## src/hdl/fdsc_cfg.svh

```systemverilog
// Constants of the drive-side control block: register offsets, bit positions, timing.
// Assumes inclusion by bare name from the package and the top module.
`ifndef FDSC_CFG_SVH
`define FDSC_CFG_SVH

////////////////////////////////////////////////////////////////////////////////
// Register offsets
`define FDSC_A_CMD   4'h0
`define FDSC_A_STAT  4'h1
`define FDSC_A_TRK   4'h2
`define FDSC_A_IST   4'h3
`define FDSC_A_IMSK  4'h4

////////////////////////////////////////////////////////////////////////////////
// Status register bit positions
`define FDSC_ST_BUSY 0
`define FDSC_ST_IDX  1
`define FDSC_ST_TRK0 2
`define FDSC_ST_UTZ  3
`define FDSC_ST_WF   5
`define FDSC_ST_WP   6
`define FDSC_ST_NRDY 7

// Interrupt status and mask bit positions
`define FDSC_IS_DONE 0
`define FDSC_IS_IDX  1
`define FDSC_IS_WF   2
`define FDSC_IS_WP   3

////////////////////////////////////////////////////////////////////////////////
// Reset values and widths
`define FDSC_RST_TRK   7'h00
`define FDSC_RST_IMSK  4'h0
`define FDSC_RST_CNT   16'h0000
`define FDSC_RST_IDXC  12'h000
`define FDSC_RST_BYTE  8'h00
`define FDSC_DRV_IDLE  7'h7F
`define FDSC_CNT_W     16
`define FDSC_XFER_DEF  16'h0040

////////////////////////////////////////////////////////////////////////////////
// Upper track zone and timing
`define FDSC_TRK_LO    7'h2C
`define FDSC_TRK_HI    7'h4C
`define FDSC_CLK_MHZ   200
`define FDSC_IDX_NS    10000

`endif

```

## src/hdl/fdsc_pkg.sv

```systemverilog
// Types shared by the drive-side control block.
// Assumes the constants header sits beside it on the include path.
`include "fdsc_cfg.svh"

package fdsc_pkg;

	// Command codes held in the command register
	typedef enum logic [1:0] {
		CMD_SEEK  = 2'b00,
		CMD_READ  = 2'b01,
		CMD_WRITE = 2'b10,
		CMD_WTRK  = 2'b11
	} fdsc_cmd_t;

	// Sequencer states
	typedef enum logic [2:0] {
		S_IDLE    = 3'b000,
		S_CHECK   = 3'b001,
		S_SEEK    = 3'b010,
		S_READ    = 3'b011,
		S_WRITE   = 3'b100,
		S_GATEOFF = 3'b101,
		S_DONE    = 3'b110
	} fdsc_state_t;

	// Drive status lines, all but ready active low
	typedef struct packed {
		logic ready;
		logic drive_write_fault_n;
		logic track_zero_sense_n;
		logic index_mark_in_n;
		logic write_protect_in_n;
		logic disk_init_inhibit_n;
		logic seek_done_in_n;
	} fdsc_drv_t;

	// Whole state of the top module
	typedef struct packed {
		fdsc_state_t             fsm;
		fdsc_cmd_t               cmd;
		logic [`FDSC_CNT_W-1:0]  cnt;
		logic [6:0]              trk;
		logic                    wg;
		logic                    utz;
		logic                    cirq;
		logic                    wf_prev;
		logic [11:0]             idx_cnt;
		logic                    idx_seen;
		logic                    st_wf;
		logic                    st_wp;
		logic [3:0]              ist;
		logic [3:0]              imsk;
		logic                    irq;
		logic [7:0]              rdata;
	} fdsc_st_t;

endpackage

```

## src/hdl/fdsc_top.sv

```systemverilog
// Drive-side control: command sequencing, ready and protect checks, write gate,
// upper track zone, status and interrupt registers.
// Assumes drive lines are asynchronous and the register master follows the strobe protocol.
`timescale 1ns/1ps
`include "fdsc_cfg.svh"

// Contract
// - Upper track zone high on tracks 44-76, only during read or write.
// - Write gate high only while writing to the diskette.
// - Ready sampled before read or write; proceed only when high.
// - Ready low skips the read or write and raises completion interrupt.
// - Seek runs whatever the ready level.
// - Status bit 7 shows the ready input inverted.
// - Falling write fault while gate high ends write, sets write fault bit.
// - Track zero input low means the head is at track zero.
// - Write command samples write protect; low aborts and sets protect bit.
// - Write track samples init inhibit; low aborts and sets protect bit.
// - Completion interrupt set at end of operation, cleared by new command.
module fdsc_top #(
	parameter logic [`FDSC_CNT_W-1:0] XFER_CYC = `FDSC_XFER_DEF
) (
	input  wire logic              CLK,
	input  wire logic              NRST,
	input  wire logic [3:0]        ADDR,
	input  wire logic [7:0]        WDATA,
	input  wire logic              WR,
	input  wire logic              RD,
	output logic      [7:0]        RDATA,
	input  wire fdsc_pkg::fdsc_drv_t DRV,
	output logic                   WRITE_GATE_OUT,
	output logic                   UPPER_TRACK_ZONE,
	output logic                   COMPLETION_IRQ,
	output logic                   IRQ
);
	import fdsc_pkg::*;

	localparam int IDX_CYC = (`FDSC_IDX_NS * `FDSC_CLK_MHZ + 999) / 1000;
	localparam logic [11:0] IDX_LAST = 12'(IDX_CYC - 1);
	localparam logic [`FDSC_CNT_W-1:0] CNT_ONE = `FDSC_CNT_W'(1);

	fdsc_st_t  st_r;
	fdsc_st_t  st_nxt;
	logic [6:0] drv_q;
	fdsc_drv_t ds;
	logic      cmd_load;
	logic      wf_fall;

	////////////////////////////////////////////////////////////////////////////
	// Drive lines through two flops
	fdsc_sync #(
		.W    (7),
		.INIT (`FDSC_DRV_IDLE)
	) u_sync (
		.clk  (CLK),
		.nrst (NRST),
		.d    (DRV),
		.q    (drv_q)
	);
	assign ds = drv_q;

	// Command accepted only when idle; writes while busy are dropped
	assign cmd_load = WR && (ADDR == `FDSC_A_CMD) && (st_r.fsm == S_IDLE);
	// Write fault edge seen while gate is on
	assign wf_fall  = st_r.wg && st_r.wf_prev && !ds.drive_write_fault_n;

	////////////////////////////////////////////////////////////////////////////
	// Next state
	always_comb begin
		logic [3:0] ev;
		ev     = 4'h0;
		st_nxt = st_r;
		st_nxt.wf_prev = ds.drive_write_fault_n;

		// Register writes
		if (WR && ADDR == `FDSC_A_TRK && st_r.fsm == S_IDLE) begin
			st_nxt.trk = WDATA[6:0];
		end
		if (WR && ADDR == `FDSC_A_IMSK) begin
			st_nxt.imsk = WDATA[3:0];
		end

		// Sequencer
		unique case (st_r.fsm)
			S_IDLE: begin
				if (cmd_load) begin
					st_nxt.cmd   = fdsc_cmd_t'(WDATA[1:0]);
					st_nxt.cirq  = 1'b0;
					st_nxt.st_wf = 1'b0;
					st_nxt.st_wp = 1'b0;
					st_nxt.cnt   = XFER_CYC;
					st_nxt.fsm   = S_CHECK;
				end
			end
			S_CHECK: begin
				if (st_r.cmd == CMD_SEEK) begin
					st_nxt.fsm = S_SEEK;
				end else if (!ds.ready) begin
					st_nxt.fsm = S_DONE;
				end else if (st_r.cmd == CMD_READ) begin
					st_nxt.fsm = S_READ;
				end else if (!ds.write_protect_in_n) begin
					st_nxt.st_wp = 1'b1;
					ev[`FDSC_IS_WP] = 1'b1;
					st_nxt.fsm = S_GATEOFF;
				end else if (st_r.cmd == CMD_WTRK && !ds.disk_init_inhibit_n) begin
					st_nxt.st_wp = 1'b1;
					ev[`FDSC_IS_WP] = 1'b1;
					st_nxt.fsm = S_GATEOFF;
				end else begin
					st_nxt.fsm = S_WRITE;
				end
			end
			S_SEEK: begin
				// Head motion ends when the drive reports seek done
				if (!ds.seek_done_in_n) begin
					if (!ds.track_zero_sense_n) begin
						st_nxt.trk = `FDSC_RST_TRK;
					end
					st_nxt.fsm = S_DONE;
				end
			end
			S_READ: begin
				if (st_r.cnt == CNT_ONE) begin
					st_nxt.fsm = S_DONE;
				end else begin
					st_nxt.cnt = st_r.cnt - CNT_ONE;
				end
			end
			S_WRITE: begin
				if (wf_fall) begin
					st_nxt.st_wf = 1'b1;
					ev[`FDSC_IS_WF] = 1'b1;
					st_nxt.fsm = S_GATEOFF;
				end else if (st_r.cnt == CNT_ONE) begin
					st_nxt.fsm = S_GATEOFF;
				end else begin
					st_nxt.cnt = st_r.cnt - CNT_ONE;
				end
			end
			S_GATEOFF: begin
				// Gate already off here; S_DONE follows one cycle later, completion irq rises two cycles later
				st_nxt.fsm = S_DONE;
			end
			S_DONE: begin
				st_nxt.cirq = 1'b1;
				ev[`FDSC_IS_DONE] = 1'b1;
				st_nxt.fsm = S_IDLE;
			end
			default: begin
				st_nxt.fsm = S_IDLE;
			end
		endcase

		// Gate follows the write state alone
		st_nxt.wg  = (st_nxt.fsm == S_WRITE);
		// Zone output only during transfers on the upper tracks
		st_nxt.utz = (st_nxt.fsm == S_READ || st_nxt.fsm == S_WRITE) &&
			(st_nxt.trk >= `FDSC_TRK_LO) && (st_nxt.trk <= `FDSC_TRK_HI);

		// Index qualified by a low level lasting the minimum time
		if (ds.index_mark_in_n) begin
			st_nxt.idx_cnt  = `FDSC_RST_IDXC;
			st_nxt.idx_seen = 1'b0;
		end else if (st_r.idx_cnt != IDX_LAST) begin
			st_nxt.idx_cnt = st_r.idx_cnt + 12'h001;
		end else if (!st_r.idx_seen) begin
			st_nxt.idx_seen = 1'b1;
			ev[`FDSC_IS_IDX] = 1'b1;
		end

		// Sticky events; a read clears, a new event wins
		if (RD && ADDR == `FDSC_A_IST) begin
			st_nxt.ist = ev;
		end else begin
			st_nxt.ist = st_r.ist | ev;
		end
		st_nxt.irq = |(st_nxt.ist & st_nxt.imsk);

		// Read data for the cycle after the strobe
		st_nxt.rdata = `FDSC_RST_BYTE;
		if (RD) begin
			unique case (ADDR)
				`FDSC_A_CMD: begin
					st_nxt.rdata = {6'h00, st_r.cmd};
				end
				`FDSC_A_STAT: begin
					st_nxt.rdata[`FDSC_ST_NRDY] = !ds.ready;
					st_nxt.rdata[`FDSC_ST_WP]   = st_r.st_wp;
					st_nxt.rdata[`FDSC_ST_WF]   = st_r.st_wf;
					st_nxt.rdata[`FDSC_ST_UTZ]  = st_r.utz;
					st_nxt.rdata[`FDSC_ST_TRK0] = !ds.track_zero_sense_n;
					st_nxt.rdata[`FDSC_ST_IDX]  = !ds.index_mark_in_n;
					st_nxt.rdata[`FDSC_ST_BUSY] = (st_r.fsm != S_IDLE);
				end
				`FDSC_A_TRK: begin
					st_nxt.rdata = {1'b0, st_r.trk};
				end
				`FDSC_A_IST: begin
					st_nxt.rdata = {4'h0, st_r.ist};
				end
				`FDSC_A_IMSK: begin
					st_nxt.rdata = {4'h0, st_r.imsk};
				end
				default: begin
					st_nxt.rdata = `FDSC_RST_BYTE;
				end
			endcase
		end
	end

	////////////////////////////////////////////////////////////////////////////
	// State register
	always_ff @(posedge CLK or negedge NRST) begin
		if (!NRST) begin
			st_r          <= '0;
			st_r.fsm      <= S_IDLE;
			st_r.cmd      <= CMD_SEEK;
			st_r.cnt      <= `FDSC_RST_CNT;
			st_r.trk      <= `FDSC_RST_TRK;
			st_r.wf_prev  <= 1'b1;
			st_r.imsk     <= `FDSC_RST_IMSK;
		end else begin
			st_r <= st_nxt;
		end
	end

	// Outputs straight from the state flops
	assign RDATA            = st_r.rdata;
	assign WRITE_GATE_OUT   = st_r.wg;
	assign UPPER_TRACK_ZONE = st_r.utz;
	assign COMPLETION_IRQ   = st_r.cirq;
	assign IRQ              = st_r.irq;
endmodule

```

## src/hdl/fdsc_sync.sv

```systemverilog
// Two-flop synchroniser for a bundle of asynchronous levels.
// Assumes each bit is an independent level; no bus coherency is given.
`timescale 1ns/1ps

module fdsc_sync #(
	parameter int         W    = 7,
	parameter logic [W-1:0] INIT = '1
) (
	input  wire logic         clk,
	input  wire logic         nrst,
	input  wire logic [W-1:0] d,
	output logic      [W-1:0] q
);

	// Both stages held in one state word
	typedef struct packed {
		logic [W-1:0] meta;
		logic [W-1:0] outq;
	} fdsc_sync_st_t;

	fdsc_sync_st_t st_r;
	fdsc_sync_st_t st_nxt;

	// First stage feeds only the second stage
	always_comb begin
		st_nxt.meta = d;
		st_nxt.outq = st_r.meta;
	end

	// Stage register, both stages start at the idle level
	always_ff @(posedge clk or negedge nrst) begin
		if (!nrst) begin
			st_r <= {INIT, INIT};
		end else begin
			st_r <= st_nxt;
		end
	end

	// Output straight from the second stage
	assign q = st_r.outq;

endmodule

```

## config.mk

```make
export PLATFORM = sky130hd
export DESIGN_NAME = fdsc_top
export DESIGN_NICKNAME = d
export VERILOG_FILES = /design/src/hdl/fdsc_pkg.sv /design/src/hdl/fdsc_top.sv /design/src/hdl/fdsc_sync.sv
export VERILOG_INCLUDE_DIRS = /design/src /design/src/hdl
export SDC_FILE = /design/constraint.sdc
export NUM_CORES = 1
export LEC_CHECK = 0
export ABC_CLOCK_PERIOD_IN_PS = 2500
export BUFFER_PORTS_ARGS = -buffer_cell sky130_fd_sc_hd__buf_2
export CORE_MARGIN = 3
export CORE_UTILIZATION = 55
export DETAILED_ROUTE_END_ITERATION = 12
export GPL_TIMING_DRIVEN = 1
export PLACE_DENSITY = 0.75
export SLEW_MARGIN = 20
export SYNTH_ARGS = -nofsm -noshare
export SYNTH_HDL_FRONTEND = slang
export SYNTH_HIERARCHICAL = 1
export SYNTH_SLANG_ARGS = --single-unit
export TNS_END_PERCENT = 1
```

## constraint.sdc

```tcl
create_clock -name CLK -period 2.5 [get_ports CLK]
set_clock_uncertainty 0.05 [all_clocks]
set_input_delay 0.5 -clock CLK [delete_from_list [all_inputs] [get_ports CLK]]
set_output_delay 0.5 -clock CLK [all_outputs]
set_load 0.1 [all_outputs]
```

* Yosys cells after proc, flatten, opt, wreduce, memory -nomap -nowiden
Index checks and enable logic that the tools add are counted.
Cells by class: add/sub/neg operators 2, order comparisons 2, equal/unequal tests 24, multiplexer cells 50, bitwise logic cells 2, reductions and logical operators 32
Operator list (number):
- 16-bit case mux with 3 select lines | 1
- 16-bit two-way mux | 2
- 7-bit two-way mux | 4
- 3-bit two-way mux | 8
- 1-bit two-way mux | 22
- 21-bit two-way mux | 1
- 4-bit case mux with 5 select lines | 1
- 3-bit case mux with 6 select lines | 1
- 16-bit by 1-bit equality test with 1-bit output (second input constant) | 1
- 16-bit by 1-bit subtractor with 16-bit output (second input constant) | 1
- 13-bit two-way mux | 1
- 12-bit by 1-bit adder with 12-bit output (second input constant) | 1
- 3-bit equality test (second input constant) | 4
- 12-bit two-way mux | 1
- 12-bit by 11-bit != test with 1-bit output (second input constant) | 1
- 1-bit logical AND | 11
- 2-bit != test (second input constant) | 5
- 3-bit by 2-bit equality test with 1-bit output (second input constant) | 3
- 4-bit by 2-bit equality test with 1-bit output (second input constant) | 2
- 4-bit two-way mux | 2
- 8-bit two-way mux | 1
- 2-bit nonzero test | 4
- 7-bit by 6-bit >= comparator with 1-bit output (second input constant) | 1
- 7-bit less-or-equal comparator (second input constant) | 1
- 22 further kinds | 32
Word-level totals: flip-flop bits (word level) 78, output and inout port bits 12, logic and storage cells 130

* Logic depth before layout (Yosys ltp)
word-level depth 12, mapped depth 8, mapped depth without buffers 7

* Hierarchy
The synthesis kept the hierarchy.
By module, submodules not included:
- fdsc_top | instances 1, cells an instance 333, area an instance 3357.0 um2
- fdsc_sync | instances 1, cells an instance 14, area an instance 367.9 um2

* Least setup slack after synthesis
OpenSTA, ideal clock, no wires.
path type register -> register, start point register st_r (netlist bit WRITE_GATE_OUT), end point register st_r[57] in the netlist's numbering, setup time 0.078 ns, arrival 2.067 ns, path slack 0.305 ns, cell stages (with the launch flop) 7, clock period less this slack 2.195 ns, path through dfrtp_1 and3b_1 mux2i_4 nand4b_2 buf_6 or4_1 a21oi_1
Between the ends: word-level cells in the longest chain between the ends 4
Ends and longest elaborated chain:
- start, declared | RTL line fdsc_top.sv:41 | fdsc_st_t st_r;
- start signal, assigned | RTL line fdsc_top.sv:223 | st_r <= st_nxt;
- 1-bit logical AND (2 in series) | RTL line fdsc_top.sv:64 | assign wf_fall = st_r.wg && st_r.wf_prev && !ds.drive_write_fault_n;
- 2-bit != test (no source line)
- 3-bit AND reduction (no source line)
Every way passes these cells. A chain may end at the register's enable or synchronous reset.

* Worst setup path in the final report
start point register st_r[61] in the netlist's numbering, end point register st_r[48] in the netlist's numbering
Between the ends: word-level cells in the longest chain between the ends 4
Ends and longest elaborated chain:
- 3-bit zero test | RTL line fdsc_top.sv:62, fdsc_top.sv:83
- 1-bit logical AND | RTL line fdsc_top.sv:62 | assign cmd_load = WR && (ADDR == `FDSC_A_CMD) && (st_r.fsm == S_IDLE);
- 2-bit != test (no source line)
- 3-bit AND reduction (no source line)
Parallel ways exist; a longest one is shown, timed or not.

==> impl_metrics.csv <==
group,metric,value,unit
sta,holdWs,0.0737,ns
final_layout,final_common_cell,"dfrtp_1",
grt,gr-total-overflow,0,
drt,drtPass1Iterations,5,
sta,finalCritPeriodShare,0.874,
synthesis,synth-edff-count,0,
synthesis,async_reset_ff_frac,1.00,
final_layout,fin_cells,463,
drt,first_iter_violations,187,
min_path,hold_class,"in2async",
final_layout,final_cell_mix,"63 x dfrtp_1, 32 x buf_2, 31 x nand2_1, 27 x nor2_1, 24 x a21oi_1",
power,power_density,972,nW/µm²
drt,num_vias,2734,
die,initial_utilization,0.577,
die,die_x,88.3,µm
clock_network,clkTransAtPathRegs,0.08,ns
synthesis,synth-seq-area-share,0.529,
drt,drc,0,
drt,wire_per_inst,16.3,µm
clock_network,postCtsHoldBufs,0,
setup_path,cpPeakStageDelay,0.43,ns
final_layout,diodes,0,
setup_path,crit_path_max_fanout,10,
clock_network,cts_resized,0,
die,ios,35,
synthesis,ys_ff_latch,78,
power,ir_drop,566,µV
sta,fmax,0.458,GHz
grt,track_usage,0.213,
outcome,outcome,"completed",
setup_path,cp-end-kind,"flip-flop",
clock_network,cts_tree,"yes",
place,port_buffers,33,
drt,ant_nets,0,
sta,fin_tns_setup,0,ns
sta,setup_viol,0,
setup_path,worstSetupStartpointType,"flip-flop",
clock_network,cts-root-buf,"clkbuf_8",
grt,grt_pass1_wl,12700,µm
clock_network,clockBufferDepth,2,
sta,final_max_slew_viol_count,0,
die,dieArea,7800,µm²
place,place_inst,447,
final_layout,area_growth,12.2,%
die,rows,29,
sta,hold_viol,0,
clock_network,postCtsSetupBuffers,0,
run,max_cap_violations,0,
setup_path,crit_chain,"nor3b_4 > mux2i_4 > nand3_1 > o311ai_0 > o41ai_1",
final_layout,nFillCells,521,
die,die_h,88.3,µm
final_layout,nets,407,
setup_path,required,2.66,ns
sta,layout_min_cycle_time,2.18,ns
synthesis,ys.flop_type,"dfrtp_1",
place,gp_congestion,0.857,
setup_path,cp_slowest_cell,"o311ai_0",
sta,maxSlewHeadroom,0.596,
place,hpwl,5350,µm
clock_network,cts_sinks,78,
setup_path,cp.arrival,2.34,ns
synthesis,synth_warnings,6,
clock_network,ctsHtreeMaxLevel,3,
synthesis,syn_nets,373,
setup_path,critPathKind,"reg2reg",
power,leakagePower,1.88,nW
sta,worst_slew_pin_slew,0.598,ns
die,fp.coreArea,6460,µm²
grt,antenna_found_initial,0,
drt,wirelength,7570,µm
grt,grt_max_degree,41,
synthesis,synth.avg_cell_area,10.7,µm²
synthesis,yosys.cell_types.count,62,
clock_network,insertion_delay,0.35,ns
sta,rsz0062_at_grt,"no",
clock_network,numCtsBuffers,9,
power,p_total,4.06,mW
synthesis,synth_area,3720,µm²
grt,grt_pass1_vias,2703,
final_layout,finish.utilization,0.647,
synthesis,syn_inst,347,
final_layout,drive_above_1_share,0.264,
drt,avgViaCountPerCell,5.90,
worst paths after layout:
kind	end	from	slack (ns)	cells after the start
setup reg to reg	st_r[48]	st_r[61]	0.32	5
max in group asynchronous	u_sync/q[1]	NRST	1.68	2
min in group CLK	u_sync/st_nxt[0]	DRV[0]	0.20	1
setup / recovery	st_r[48]	st_r[61]	0.32	5
hold reg to reg	u_sync/q[3]	u_sync/st_nxt[3]	0.31	0
hold / removal	st_r[18]	NRST	0.07	1
power by group:
group / total, mW / switching, mW / internal [mW]
Clock: 1.06 / 0.462 / 0.596
Sequential: 1.87 / 0.308 / 1.56
Combinational: 1.14 / 0.692 / 0.444
through the flow:
| step | setup slack (ns) | instance area, µm² |
|---|---|---|
| 6_report | 0.316 | 4180 |
| 5_1_grt | 0.144 | 4180 |
| 3_3_place_gp | 0.397 | 3950 |
| 4_1_cts | 0.282 | 4180 |
| 2_1_floorplan | 0.305 | 3720 |
| 3_5_place_dp | 0.265 | 3950 |
flip-flops by register name, indices dropped and copies added, names as in the netlist:
signal            cells
WRITE_GATE_OUT        1
UPPER_TRACK_ZONE      1
RDATA                 8
u_sync/st_nxt         7
st_r                 52
u_sync/q              7
COMPLETION_IRQ        1
IRQ                   1
per-layer routing:
layer / vias up / part of all wire / track usage
met2: 82 / 0.47 / 0.335
met5: - / 0 / 0
li1: 1311 / - / -
met1: 1324 / 0.45 / 0.275
met4: 0 / 0.027 / 0.114
met3: 17 / 0.050 / 0.0456
final cells by class:
type / count / area (µm²) / area share
Inverter: 7 / 26.3 / 0.00629
Multi-Input combinational cell: 240 / 1590 / 0.379
Tap cell: 77 / 96.3 / 0.0231
Clock buffer: 10 / 138 / 0.0329
Timing Repair Buffer: 45 / 270 / 0.0647
Clock inverter: 6 / 91.3 / 0.0219
Sequential cell: 78 / 1970 / 0.472
kinds of logic after synthesis:
kind of cell             Yosys count  synth area share
flip-flops                        78             0.529
adder cells (fa/ha/maj)            3            0.0101
XOR/XNOR                          11            0.0259
buffers and inverters             29            0.0453
multiplexers                       9            0.0296
AO/OA/AOI/OAI                     73             0.129
AND/OR/NAND/NOR                  144             0.231
critical path, delay by kind of cell, from the launching register on:
| kind | cells | cell delay [ns] |
|---|---|---|
| mux | 1 | 0.35 |
| flops | 1 | 0.41 |
| compound gates | 2 | 0.58 |
| simple gates | 2 | 0.66 |
synth_stat cells, types with 4 or more instances:
master / n / area (µm²)
xnor2_1: 5 / 43.8
dfrtp_1: 63 / 1580
clkbuf_1: 6 / 22.5
o21ai_0: 10 / 50.1
o211ai_1: 4 / 30.0
nor3_1: 8 / 40.0
or3_1: 8 / 50.1
a21oi_1: 24 / 120
and3_1: 8 / 50.1
nand2_1: 31 / 116
a21o_1: 6 / 45.0
buf_4: 11 / 82.6
nand2b_1: 5 / 31.3
inv_1: 7 / 26.3
o31ai_1: 6 / 45.0
dfstp_2: 15 / 394
nand3_1: 20 / 100
a22oi_1: 5 / 37.5
xor2_1: 6 / 52.6
nor2_1: 27 / 101
mux2_2: 6 / 67.6
Note: power is estimated with default switching activity, not from simulation.
